[src/inc/cos_pkg.sv]
// Constants and types of the correction output scheduler
package cos_pkg;
	// Register byte addresses
	localparam logic [7:0] ADDR_CTRL = 8'h00;
	localparam logic [7:0] ADDR_STAT = 8'h04;
	localparam logic [7:0] ADDR_OUT  = 8'h08;
	// Control register fields
	localparam int CB_FRAME   = 0;
	localparam int CB_RTB     = 1;
	localparam int CB_VHALT   = 2;
	localparam int CB_SYNCRST = 4;
	localparam int CB_ALL     = 5;
	localparam logic [5:0] CTRL_RST = 6'h00;
	// Status register fields
	localparam int ST_CNT   = 0;
	localparam int ST_BSYNC = 9;
	localparam int ST_FSYNC = 10;
	localparam int ST_VRUN  = 11;
	localparam int ST_VPEND = 12;
	// Output register fields (status_byte_one in the low byte)
	localparam int SB_FSYNC = 5;
	localparam int SB_VERT  = 7;
	localparam int OF_BLK   = 8;
	localparam int OF_REQ   = 16;
	// Frame layout
	localparam int N_DATA        = 190;
	localparam int VSLOT_FIRST   = 29;
	localparam int VSLOT_LAST    = 218;
	localparam int HPHASE_LAST   = 28;
	localparam int FRAME_BLKS    = 272;
	localparam int FRAME_BLKS_RT = 284;
	localparam int CNT_W         = 9;
	// Timing
	localparam int CLK_HZ     = 10_000_000;
	localparam int BLK_MS     = 18;
	localparam int HOLD_V_MS  = 9;
	localparam int BLK_CYC    = BLK_MS * (CLK_HZ / 1000);
	localparam int HOLD_V_CYC = HOLD_V_MS * (CLK_HZ / 1000);
	localparam int SYNC_MISS  = 3;
	typedef enum logic [1:0] {
		SY_HUNT = 2'b00,
		SY_BLK  = 2'b01,
		SY_FRM  = 2'b11
	} cos_sync_e;
endpackage

[src/inc/cos_blk_if.sv]
// Block timing and sync signals shared inside the scheduler
`timescale 1ns/1ps
`default_nettype none
interface cos_blk_if;
	import cos_pkg::*;
	logic                 blk_stb;
	logic                 bic_ok;
	logic                 frame_head;
	logic                 sync_rst;
	logic                 blk_sync;
	logic                 frame_sync;
	logic [CNT_W-1:0]     blk_cnt;
	logic                 vslot_stb;
	logic [7:0]           vslot_idx;
	modport sync_mp (input blk_stb, bic_ok, frame_head, sync_rst, output blk_sync, frame_sync);
	modport slot_mp (input blk_stb, frame_head, output blk_cnt, vslot_stb, vslot_idx);
	modport top_mp (output blk_stb, bic_ok, frame_head, sync_rst,
		input blk_sync, frame_sync, blk_cnt, vslot_stb, vslot_idx);
endinterface
`default_nettype wire

[src/rtl/cos_slot.sv]
// Received-block counter and post-vertical slot generator
`timescale 1ns/1ps
`default_nettype none
module cos_slot (
	// Clock and reset
	input  wire logic pclk,
	input  wire logic presetn,
	// Block timing
	cos_blk_if.slot_mp bus
);
	import cos_pkg::*;

	typedef struct packed {
		logic [CNT_W-1:0] cnt;
		logic             stb;
		logic [7:0]       idx;
	} cos_slot_s;

	cos_slot_s        state_ff;
	cos_slot_s        nxt_state;
	logic [CNT_W-1:0] cnt_new;

	always_comb begin
		nxt_state     = state_ff;
		nxt_state.stb = 1'b0;
		cnt_new       = bus.frame_head ? CNT_W'(1) : state_ff.cnt + CNT_W'(1);
		if (bus.blk_stb) begin
			nxt_state.cnt = cnt_new;
			// Fixed slot per data block, whether or not it will be offered
			if (cnt_new >= CNT_W'(VSLOT_FIRST) && cnt_new <= CNT_W'(VSLOT_LAST)) begin
				nxt_state.stb = 1'b1;
				nxt_state.idx = 8'(cnt_new - CNT_W'(VSLOT_FIRST));
			end
		end
	end

	always_ff @(posedge pclk or negedge presetn) begin
		if (!presetn) begin
			state_ff <= '0;
		end else begin
			state_ff <= nxt_state;
		end
	end

	assign bus.blk_cnt   = state_ff.cnt;
	assign bus.vslot_stb = state_ff.stb;
	assign bus.vslot_idx = state_ff.idx;
endmodule
`default_nettype wire

[src/rtl/cos_sync.sv]
// Block and frame synchronization tracker
`timescale 1ns/1ps
`default_nettype none
module cos_sync #(
	parameter int MISS = cos_pkg::SYNC_MISS
) (
	// Clock and reset
	input  wire logic pclk,
	input  wire logic presetn,
	// Block timing
	cos_blk_if.sync_mp bus
);
	import cos_pkg::*;

	typedef struct packed {
		cos_sync_e  st;
		logic [3:0] miss;
	} cos_sync_s;

	cos_sync_s state_ff;
	cos_sync_s nxt_state;

	always_comb begin
		nxt_state = state_ff;
		if (bus.sync_rst) begin
			nxt_state.st   = SY_HUNT;
			nxt_state.miss = 4'h0;
		end else if (bus.blk_stb) begin
			if (bus.bic_ok) begin
				nxt_state.miss = 4'h0;
				case (state_ff.st)
					SY_HUNT: nxt_state.st = SY_BLK;
					SY_BLK: begin
						if (bus.frame_head) begin
							nxt_state.st = SY_FRM;
						end
					end
					SY_FRM: nxt_state.st = SY_FRM;
					default: nxt_state.st = SY_HUNT;
				endcase
			end else if (state_ff.st != SY_HUNT) begin
				// A few missed codes are tolerated before dropping sync
				if (state_ff.miss == 4'(MISS - 1)) begin
					nxt_state.st   = SY_HUNT;
					nxt_state.miss = 4'h0;
				end else begin
					nxt_state.miss = state_ff.miss + 4'h1;
				end
			end
		end
	end

	always_ff @(posedge pclk or negedge presetn) begin
		if (!presetn) begin
			state_ff <= '{st: SY_HUNT, miss: 4'h0};
		end else begin
			state_ff <= nxt_state;
		end
	end

	assign bus.blk_sync   = (state_ff.st != SY_HUNT);
	assign bus.frame_sync = (state_ff.st == SY_FRM);
endmodule
`default_nettype wire

[src/rtl/cos_top.sv]
// Output scheduler for corrected data blocks with APB control
//
// Implementation choices: the APB slave port and the register addresses.
`timescale 1ns/1ps
`default_nettype none
module cos_top #(
	parameter int HOLD_H_CYC = cos_pkg::BLK_CYC,
	parameter int HOLD_V_CYC = cos_pkg::HOLD_V_CYC
) (
	// Clock and reset
	input  wire logic        pclk,
	input  wire logic        presetn,
	// APB slave
	input  wire logic        psel,
	input  wire logic        penable,
	input  wire logic        pwrite,
	input  wire logic [7:0]  paddr,
	input  wire logic [31:0] pwdata,
	output logic [31:0]      prdata,
	output logic             pready,
	output logic             pslverr,
	// Received block timing
	input  wire logic        blk_stb,
	input  wire logic        bic_ok,
	input  wire logic        frame_head,
	// Horizontal correction result of the previous packet
	input  wire logic        hdone,
	input  wire logic        h_ok,
	input  wire logic        h_crc_ok,
	input  wire logic        h_is_packet,
	input  wire logic        h_is_data,
	input  wire logic [7:0]  h_data_idx,
	input  wire logic [7:0]  h_blk_num,
	// Vertical correction result
	input  wire logic        vfix_stb,
	input  wire logic        vfix_ok,
	input  wire logic [7:0]  vfix_idx,
	// Outputs to host and correction engine
	output logic             xfer_req_n,
	output logic             out_vert,
	output logic [7:0]       out_blk,
	output logic             vert_go
);
	import cos_pkg::*;

	localparam int HW = $clog2(HOLD_H_CYC + HOLD_V_CYC + 1);

	typedef struct packed {
		logic [5:0]        ctrl;
		logic              srst;
		logic [31:0]       rdata;
		logic [N_DATA-1:0] hcur;
		logic [N_DATA-1:0] hprev;
		logic [N_DATA-1:0] vok;
		logic              vrun;
		logic              anyf;
		logic              all_sync;
		logic              pbs;
		logic              pfs;
		logic              req;
		logic              vert;
		logic              fs;
		logic [7:0]        blk;
		logic [HW-1:0]     hold;
		logic              vpend;
		logic [7:0]        vidx;
	} cos_top_s;

	cos_top_s state_ff;
	cos_top_s nxt_state;
	cos_blk_if bus ();

	logic wr;
	logic rd;
	logic setup;
	logic hit;
	logic good;
	logic hreq;
	logic complete;
	logic [CNT_W-1:0] flen;

	assign bus.blk_stb    = blk_stb;
	assign bus.bic_ok     = bic_ok;
	assign bus.frame_head = frame_head;
	assign bus.sync_rst   = state_ff.srst;

	cos_sync u_sync (
		.pclk    (pclk),
		.presetn (presetn),
		.bus     (bus)
	);

	cos_slot u_slot (
		.pclk    (pclk),
		.presetn (presetn),
		.bus     (bus)
	);

	function automatic logic is_mapped(input logic [7:0] a);
		is_mapped = (a == ADDR_CTRL) || (a == ADDR_STAT) || (a == ADDR_OUT);
	endfunction

	always_comb begin
		wr    = psel && penable && pwrite;
		rd    = psel && penable && !pwrite;
		setup = psel && !penable;
		hit   = is_mapped(paddr);
		// Host picks the frame length; the device cannot detect it
		flen  = (state_ff.ctrl[CB_FRAME] && !state_ff.ctrl[CB_RTB]) ?
			CNT_W'(FRAME_BLKS_RT) : CNT_W'(FRAME_BLKS);
		complete = (bus.blk_cnt == flen) && state_ff.all_sync;
		good = h_ok && h_crc_ok && h_is_packet && state_ff.pbs && state_ff.pfs;
		// Non-packet stations never pass, so they raise nothing unless all-data mode (CB_ALL) is set
		hreq = hdone && (state_ff.ctrl[CB_ALL] || good);

		nxt_state      = state_ff;
		nxt_state.srst = 1'b0;

		// Register access
		if (wr && paddr == ADDR_CTRL) begin
			nxt_state.ctrl = pwdata[5:0] & 6'h27;
			nxt_state.srst = pwdata[CB_SYNCRST];
		end
		if (setup && !pwrite) begin
			nxt_state.rdata = 32'h0000_0000;
			case (paddr)
				ADDR_CTRL: nxt_state.rdata[5:0] = state_ff.ctrl;
				ADDR_STAT: begin
					nxt_state.rdata[ST_CNT +: CNT_W] = bus.blk_cnt;
					nxt_state.rdata[ST_BSYNC]        = bus.blk_sync;
					nxt_state.rdata[ST_FSYNC]        = bus.frame_sync;
					nxt_state.rdata[ST_VRUN]         = state_ff.vrun;
					nxt_state.rdata[ST_VPEND]        = state_ff.vpend;
				end
				ADDR_OUT: begin
					nxt_state.rdata[SB_VERT]      = state_ff.vert;
					nxt_state.rdata[SB_FSYNC]     = state_ff.fs;
					nxt_state.rdata[OF_BLK +: 8]  = state_ff.blk;
					nxt_state.rdata[OF_REQ]       = state_ff.req;
				end
				default: nxt_state.rdata = 32'h0000_0000;
			endcase
		end

		// Request lifetime: the buffer is overwritten once it runs out
		if (state_ff.req) begin
			nxt_state.hold = state_ff.hold - HW'(1);
			if (state_ff.hold == HW'(1)) begin
				nxt_state.req = 1'b0;
			end
		end
		// Reading the output word takes the one block of this request
		if (rd && paddr == ADDR_OUT) begin
			nxt_state.req = 1'b0;
		end

		// Sync seen by the block that has just ended
		if (blk_stb) begin
			nxt_state.pbs = bus.blk_sync;
			nxt_state.pfs = bus.frame_sync;
		end
		if (!bus.frame_sync) begin
			nxt_state.all_sync = 1'b0;
		end

		// Record horizontal failures of the frame being received
		if (hdone && !(h_ok && h_crc_ok) && state_ff.pfs) begin
			nxt_state.anyf = 1'b1;
			if (h_is_data && h_data_idx < 8'(N_DATA)) begin
				nxt_state.hcur[h_data_idx] = 1'b1;
			end
		end
		if (vfix_stb && state_ff.vrun && vfix_ok && vfix_idx < 8'(N_DATA)) begin
			nxt_state.vok[vfix_idx] = 1'b1;
		end

		// Frame head: decide on vertical correction of the frame just stored
		if (blk_stb && frame_head) begin
			// A failure reported on the head strobe still belongs to the stored frame
			nxt_state.vrun = complete && nxt_state.anyf && !state_ff.ctrl[CB_VHALT];
			nxt_state.hprev    = nxt_state.hcur;
			nxt_state.hcur     = '0;
			nxt_state.vok      = '0;
			nxt_state.anyf     = 1'b0;
			nxt_state.all_sync = bus.frame_sync;
		end

		// Horizontal request first, vertical waits for a free buffer
		if (hreq) begin
			nxt_state.req  = 1'b1;
			nxt_state.vert = 1'b0;
			nxt_state.fs   = state_ff.pfs;
			nxt_state.blk  = h_blk_num;
			nxt_state.hold = state_ff.vrun ? HW'(HOLD_V_CYC) : HW'(HOLD_H_CYC);
		end else if (state_ff.vpend && !state_ff.req) begin
			nxt_state.req   = 1'b1;
			nxt_state.vert  = 1'b1;
			nxt_state.fs    = bus.frame_sync;
			nxt_state.blk   = state_ff.vidx;
			nxt_state.hold  = HW'(HOLD_V_CYC);
			nxt_state.vpend = 1'b0;
		end

		// A new slot replaces an unserved one, so slots never drift
		if (bus.vslot_stb) begin
			// All-data mode still needs a frame that was corrected
			nxt_state.vpend = state_ff.vrun && (state_ff.ctrl[CB_ALL] ||
				(state_ff.hprev[bus.vslot_idx] && state_ff.vok[bus.vslot_idx]));
			nxt_state.vidx  = bus.vslot_idx;
		end
	end

	always_ff @(posedge pclk or negedge presetn) begin
		if (!presetn) begin
			state_ff      <= '0;
			state_ff.ctrl <= CTRL_RST;
		end else begin
			state_ff <= nxt_state;
		end
	end

	assign prdata     = state_ff.rdata;
	assign pready     = 1'b1;
	assign pslverr    = psel && penable && !hit;
	assign xfer_req_n = !state_ff.req;
	assign out_vert   = state_ff.vert;
	assign out_blk    = state_ff.blk;
	// Previous frame is corrected during the first received packets
	assign vert_go    = state_ff.vrun && (bus.blk_cnt <= CNT_W'(HPHASE_LAST));
endmodule
`default_nettype wire

[config.mk]
export PLATFORM = sky130hd
export DESIGN_NAME = cos_top
export DESIGN_NICKNAME = d
export VERILOG_FILES = /design/src/inc/cos_pkg.sv /design/src/inc/cos_blk_if.sv /design/src/rtl/cos_slot.sv /design/src/rtl/cos_sync.sv /design/src/rtl/cos_top.sv
export SDC_FILE = /design/constraint.sdc
export NUM_CORES = 1
export LEC_CHECK = 0
export ABC_AREA = 1
export ABC_CLOCK_PERIOD_IN_PS = 2550
export BUFFER_PORTS_ARGS = -buffer_cell sky130_fd_sc_hd__buf_4
export CORE_ASPECT_RATIO = 0.9
export CORE_MARGIN = 2
export CORE_UTILIZATION = 30
export CTS_BUF_LIST = sky130_fd_sc_hd__clkbuf_8 sky130_fd_sc_hd__clkbuf_16
export CTS_CLUSTER_DIAMETER = 40
export DETAILED_ROUTE_END_ITERATION = 7
export PLACE_DENSITY = 0.54
export SKIP_CTS_REPAIR_TIMING = 1
export SYNTH_ARGS = -nofsm -noshare
export SYNTH_HDL_FRONTEND = slang
export SYNTH_SLANG_ARGS = --single-unit
export TNS_END_PERCENT = 20
[constraint.sdc]
create_clock -name pclk -period 2.55 [get_ports pclk]
set_input_delay 0.1275 -clock pclk [delete_from_list [all_inputs] [get_ports pclk]]
set_output_delay 0.1275 -clock pclk [all_outputs]
set_load 0.05 [all_outputs]
== Yosys cells after proc, flatten, opt, wreduce, memory -nomap -nowiden ==
Cells that the tools add are included.

* Bitwise operators: 2
* Muxes and demuxes: 41
* Equal/unequal tests: 10
* Reduce and logical (&&, ||, !) cells: 56
* Add/subtract/negate cells: 4
* $lt $le $gt $ge: 10

{| class="wikitable"
|+ Operators with widths
! cell !! count
|-
| 573-bit two-way mux || 1
|-
| 190-bit two-way mux || 3
|-
| 190-bit OR || 2
|-
| 9-bit two-way mux || 4
|-
| 1-bit logical AND || 31
|-
| 31-bit two-way mux || 1
|-
| 30-bit two-way mux || 1
|-
| 8-bit by 9-bit < comparator with 1-bit output (second input constant) || 3
|-
| 6-bit two-way mux || 4
|-
| 19-bit by 1-bit == test with 1-bit output (second input constant) || 1
|-
| 19-bit two-way mux || 1
|-
| 19-bit by 1-bit subtractor with 19-bit output (second input constant) || 1
|-
| 18-bit two-way mux || 1
|-
| 1-bit binary-select mux with 8-bit select || 2
|-
| 1-bit demux with 8-bit select || 2
|-
| 8-bit by 1-bit >= comparator with 1-bit output (second input constant) || 2
|-
| 8-bit < comparator (second input constant) || 2
|-
| 1-bit two-way mux || 12
|-
| 4-bit two-way mux || 3
|-
| 6-bit case mux with 2 select lines || 1
|-
| 5-bit case mux with 2 select lines || 1
|-
| 2-bit nonzero test || 5
|-
| 9-bit by 1-bit adder with 9-bit output (second input constant) || 1
|-
| 9-bit == test || 1
|-
| 22 further kinds || 37
|}

* Logic and storage cells: 146
* Input bits: 79
* Output and inout port bits: 45
* Bits in registers: 660

== Logic depth before layout (Yosys ltp) ==
* Word-level depth: 8
* Depth in mapped cells: 18
* Mapped depth without buffers: 16

== Hierarchy ==
Synthesis repeated with hierarchy kept, for this count alone.

* Cell total of the unflattened synthesis: 3,644
* Area, all modules: 30,270.3 um^2

{| class="wikitable"
|+ By module, submodules not included
! module !! area each (um^2) !! times used !! cells an instance !! seq. area each (um^2)
|-
| cos_top || 28,668.7 || 1 || 3,426 || 15,915.3
|-
| cos_slot || 1,188.6 || 1 || 158 || 450.4
|-
| cos_sync || 412.9 || 1 || 60 || 150.1
|}

== Worst setup path before layout ==
Ideal clock, no wire load.

* Path type: register to output
* From: register u_slot.state_ff, in the netlist u_slot.bus.blk_cnt[0]
* To: output vert_go
* Path buffers: 0
* Arrival time: 2.140 ns
* Setup slack: 0.283 ns
* Data required time: 2.423 ns
* Stages on the path, launching flop included: 5
* Cells stage by stage: dfrtp_1 inv_1 ha_1 nor3_1 nor4_1

* Cells in the longest elaborated chain, start to end: 2

{| class="wikitable"
|+ RTL lines
! what !! RTL line !! RTL
|-
| start, declared || cos_slot.sv:19 || <nowiki>cos_slot_s state_ff;</nowiki>
|-
| start signal, assigned || cos_slot.sv:41 || <nowiki>state_ff <= nxt_state;</nowiki>
|-
| 9-bit by 5-bit <= comparator with 1-bit output || cos_top.sv:229 || <nowiki>assign vert_go = state_ff.vrun && (bus.blk_cnt <= CNT_W'(HPHASE_LAST));</nowiki>
|-
| 1-bit logical AND || cos_top.sv:229 ||
|-
| end, declared || cos_top.sv:42 || <nowiki>output logic vert_go</nowiki>
|}

Every way passes these cells.

== Worst setup path after layout ==
* From: register u_slot.state_ff, in the netlist u_slot.bus.vslot_idx[1]
* To: register state_ff[8] (netlist bit)

* Cells in the longest elaborated chain, start to end: 6
* Elaborated cells between the ends (all ways): 8
* Classes of those cells: 5 x mux; 3 x reduce/logical

{| class="wikitable"
|+ RTL lines
! what !! RTL line !! RTL
|-
| 1-bit binary-select mux with 8-bit select || cos_top.sv:208 || <nowiki>(state_ff.hprev[bus.vslot_idx] && state_ff.vok[bus.vslot_idx]));</nowiki>
|-
| 1-bit two-way mux (not written as such) || cos_top.sv:208 ||
|-
| 1-bit logical AND (*) || cos_top.sv:208 ||
|-
| 1-bit logical OR (*) || cos_top.sv:207 || <nowiki>nxt_state.vpend = state_ff.vrun && (state_ff.ctrl[CB_ALL] ||</nowiki>
|-
| 1-bit logical AND (*) || cos_top.sv:207 ||
|-
| 9-bit two-way mux (*) || cos_top.sv:205 || <nowiki>if (bus.vslot_stb) begin</nowiki>
|-
| end signal, assigned || cos_top.sv:218 || <nowiki>state_ff <= nxt_state;</nowiki>
|-
| end, declared || cos_top.sv:69 || <nowiki>cos_top_s state_ff;</nowiki>
|}

Mark *: on every way between the ends. The rest lies on a longest branch, timed or not. The select of a mux whose other input is x is not followed.
A chain may end at the register's enable or synchronous reset.

==> results.py <==
metrics = {
    "synthesis": {
        "synth_area_per_cell_sq_um": 8.26,
        "synth-edff-count": 0,
        "synth_area_leader_cell": "dfrtp_1",
        "syn-cell-area_sq_mm": 0.0303,
        "async_flop_share": 1.00,
        "synth_top_area_share": 0.544,
        "yosysWarnings": 0,
        "dominantRegCellSynth": "dfrtp_1",
        "synth_top_cells_by_count": "nand2_1 (770), dfrtp_1 (660), nor2_1 (506)",
        "syn_inst": 3673,
        "ys_ff_latch": 660,
        "synth_seq_area_share": 0.544,
        "synth_most_common_cell": "nand2_1",
        "ys_types": 58,
        "synth.area.top_cells": "dfrtp_1 (54%), nand2_1 (9.5%), nor2_1 (6.3%)",
    },
    "worst_setup_path": {
        "rr_worst_depth": 15,
        "r2r_end": "state_ff[8]",
        "crit_required_ns": 3.12,
        "r2r_setup_slack_ns": 0.18,
        "critPathMaxFanout": 36,
        "setup.worst_path.end_class": "flip-flop",
        "crit_start": "u_slot.bus.vslot_idx[1]",
        "criticalPathCategory": "reg -> reg",
        "critPathArrivalTime_ns": 2.94,
        "startpoint_type": "flip-flop",
        "reg2reg_from": "u_slot.bus.vslot_idx[1]",
    },
    "timing": {
        "clock-skew-final_ns": 0.0137,
        "worst_pin_slew_ns": 0.736,
        "rsz0062_at_grt": "no",
        "hold_violations": 6,
        "fmax_ghz": 0.423,
        "setup_viol": 0,
        "slew_headroom": 0.509,
        "drv_slew": 0,
        "layout_setup_ws_ns": 0.185,
        "tns_ns": 0,
        "timing.hold.ws_ns": -0.0103,
        "finalCritPeriodShare": 0.928,
        "min_period_ns": 2.37,
    },
    "placed_design": {
        "dp_slack_ns": 0.124,
        "hpwlAfterDp_mm": 53.7,
        "io_buffers": 80,
        "gp_congestion": 0.786,
    },
    "global_routing": {
        "first_global_vias": 24200,
        "antenna_found_initial": 0,
        "grt_pass1_wl_mm": 140,
        "grt_max_degree": 148,
        "grt.total_usage": 0.168,
        "grt.overflow.total": 0,
    },
    "pwr": {
        "vdd_drop_max_mv": 0.464,
        "static-leakage-power_nw": 16.7,
        "power_density_mw_per_mm2": 674,
    },
    "min_path": {
        "min_path_type": "in -> async",
    },
    "cells_and_area": {
        "synthToLayoutAreaGrowth_pct": 19.1,
        "diodes": 0,
        "drive_gt1_frac": 0.119,
        "finalNetCount": 3858,
    },
    "routing": {
        "wl_mm": 87.1,
        "vias": 24800,
        "vias_per_cell": 4.80,
        "wl_per_cell_um": 16.8,
        "initialDrtViolationCount": 1999,
        "drtPass1Iterations": 5,
        "ant_nets": 0,
        "drcViolationCount": 0,
    },
    "clock_network": {
        "clock-sinks": 660,
        "clk_pin_slew_ns": 0.06,
        "cts_tree": "done",
        "cts-buffers-inserted": 82,
        "clock_path_buffers": 3,
        "htreeDepth": 3,
        "ctsRootBufferMaster": "clkbuf_16",
        "worstSkewPairLatency_ns": 0.63,
    },
    "floorplan": {
        "core_area_sq_mm": 0.100,
        "rows": 110,
        "initial_core_util": 0.303,
        "die_area_sq_mm": 0.104,
        "die_w_um": 339,
        "io_pins": 124,
        "fp.dieH_um": 306,
    },
    "outcome": {
        "run_status": "complete, but fails checks",
        "violations": "hold timing",
    },
    "job": {
        "cap_viol_max_count": 0,
    },
}
==> cells in the final DEF, fill, tap and decap left out, types with 6 or more instances in the layout <==
| master | n |
|---|---|
| nand2_1 | 769 |
| dfrtp_1 | 657 |
| nor2_1 | 506 |
| a21oi_1 | 337 |
| inv_1 | 326 |
| nand3_1 | 280 |
| o21ai_0 | 216 |
| buf_4 | 179 |
| o21ai_1 | 99 |
| clkbuf_16 | 88 |
| buf_12 | 36 |
| o211ai_1 | 35 |
| o21bai_1 | 30 |
| dlygate4sd3_1 | 26 |
| inv_2 | 21 |
| nor3_2 | 17 |
| conb_1 | 16 |
| clkinv_2 | 13 |
| nand4_1 | 11 |
| inv_6 | 11 |
| nor3_4 | 10 |
| clkinvlp_4 | 10 |
| nand3_2 | 9 |
| o22ai_1 | 9 |
| ha_1 | 9 |
| bufinv_16 | 9 |
| clkbuf_8 | 9 |
| nor3_1 | 7 |
| o31ai_1 | 7 |
| o221ai_1 | 7 |
| nor2_2 | 6 |
==> layer usage <==
layer | vias up | track usage | wire [um]
li1 | 12000 | - | -
met1 | 12200 | 0.249 | 42700
met2 | 553 | 0.252 | 38500
met3 | 124 | 0.0246 | 3840
met4 | 0 | 0.0477 | 2030
met5 | - | 0 | 0
==> flip-flops by register name (all words and copies together) (netlist names), 6 cells and up <==
register,flops
u_sync.state_ff,6
u_slot.bus.vslot_idx,8
out_blk,8
u_slot.bus.blk_cnt,9
state_ff,609
prdata,17
==> cell type report <==
class	count	area [sq um]
Clock buffer	96	2300
Clock inverter	52	562
Fill cell	10500	64100
Inverter	351	1360
Multi-Input combinational cell	2431	11300
Sequential cell	660	16500
Tap cell	1344	1680
Timing Repair Buffer	244	2390
==> through the flow <==
step	cells	cell area [sq um]	power, mW	utilization	hold WS [ns]
after floorplan	3687	30400	11.6	-	-0.168
after global placement	5003	33000	12.3	0.329	0.0229
after detailed placement	5003	33000	12.3	0.329	0.0234
after CTS	5151	35800	24.6	0.358	-0.652
after global routing	5178	36100	25.2	0.360	0.0136
final	5178	36100	24.4	0.360	-0.0103
==> how the worst max path moves through the flow <==
| stage | endpoint | depth (start not counted) |
|---|---|---|
| floorplan | vert_go | 4 |
| global placement | state_ff[8] | 17 |
| detailed placement | state_ff[8] | 16 |
| CTS | state_ff[8] | 16 |
| global route | state_ff[8] | 15 |
| finish | state_ff[8] | 15 |
==> where the power goes <==
| group | switching (mW) | internal (mW) |
|---|---|---|
| Combinational | 1.08 | 0.390 |
| Sequential | 0.0954 | 10.6 |
| Clock | 4.79 | 7.41 |
| Total | 5.97 | 18.4 |
==> critical path: stages (launching register included) <==
cell and delay, ns:
dfrtp_4 0.51, inv_4 0.09, buf_12 0.24, buf_4 0.20, nand3_1 0.08, nand3_1 0.16, nand3_1 0.15, nand3_1 0.14
nand3_1 0.07, nand2_1 0.21, nand3_1 0.10, nand2_1 0.09, nand2_1 0.05, nand2_1 0.07, nand2_1 0.05, nand2_1 0.05
==> kinds of logic (layout without fill, tap and decap cells) <==
family	Yosys count	count (layout)	synth area share
multiplexers	2	2	0.000742
buffers and inverters	596	743	0.0851
flip-flops	660	660	0.544
AO/OA/AOI/OAI	761	761	0.135
AND/OR/NAND/NOR	1634	1634	0.228
other	2	16	0.000248
adder cells (fa/ha/maj)	9	9	0.00371
XOR/XNOR	9	9	0.00260
Note: power is estimated with default switching activity, not from simulation.
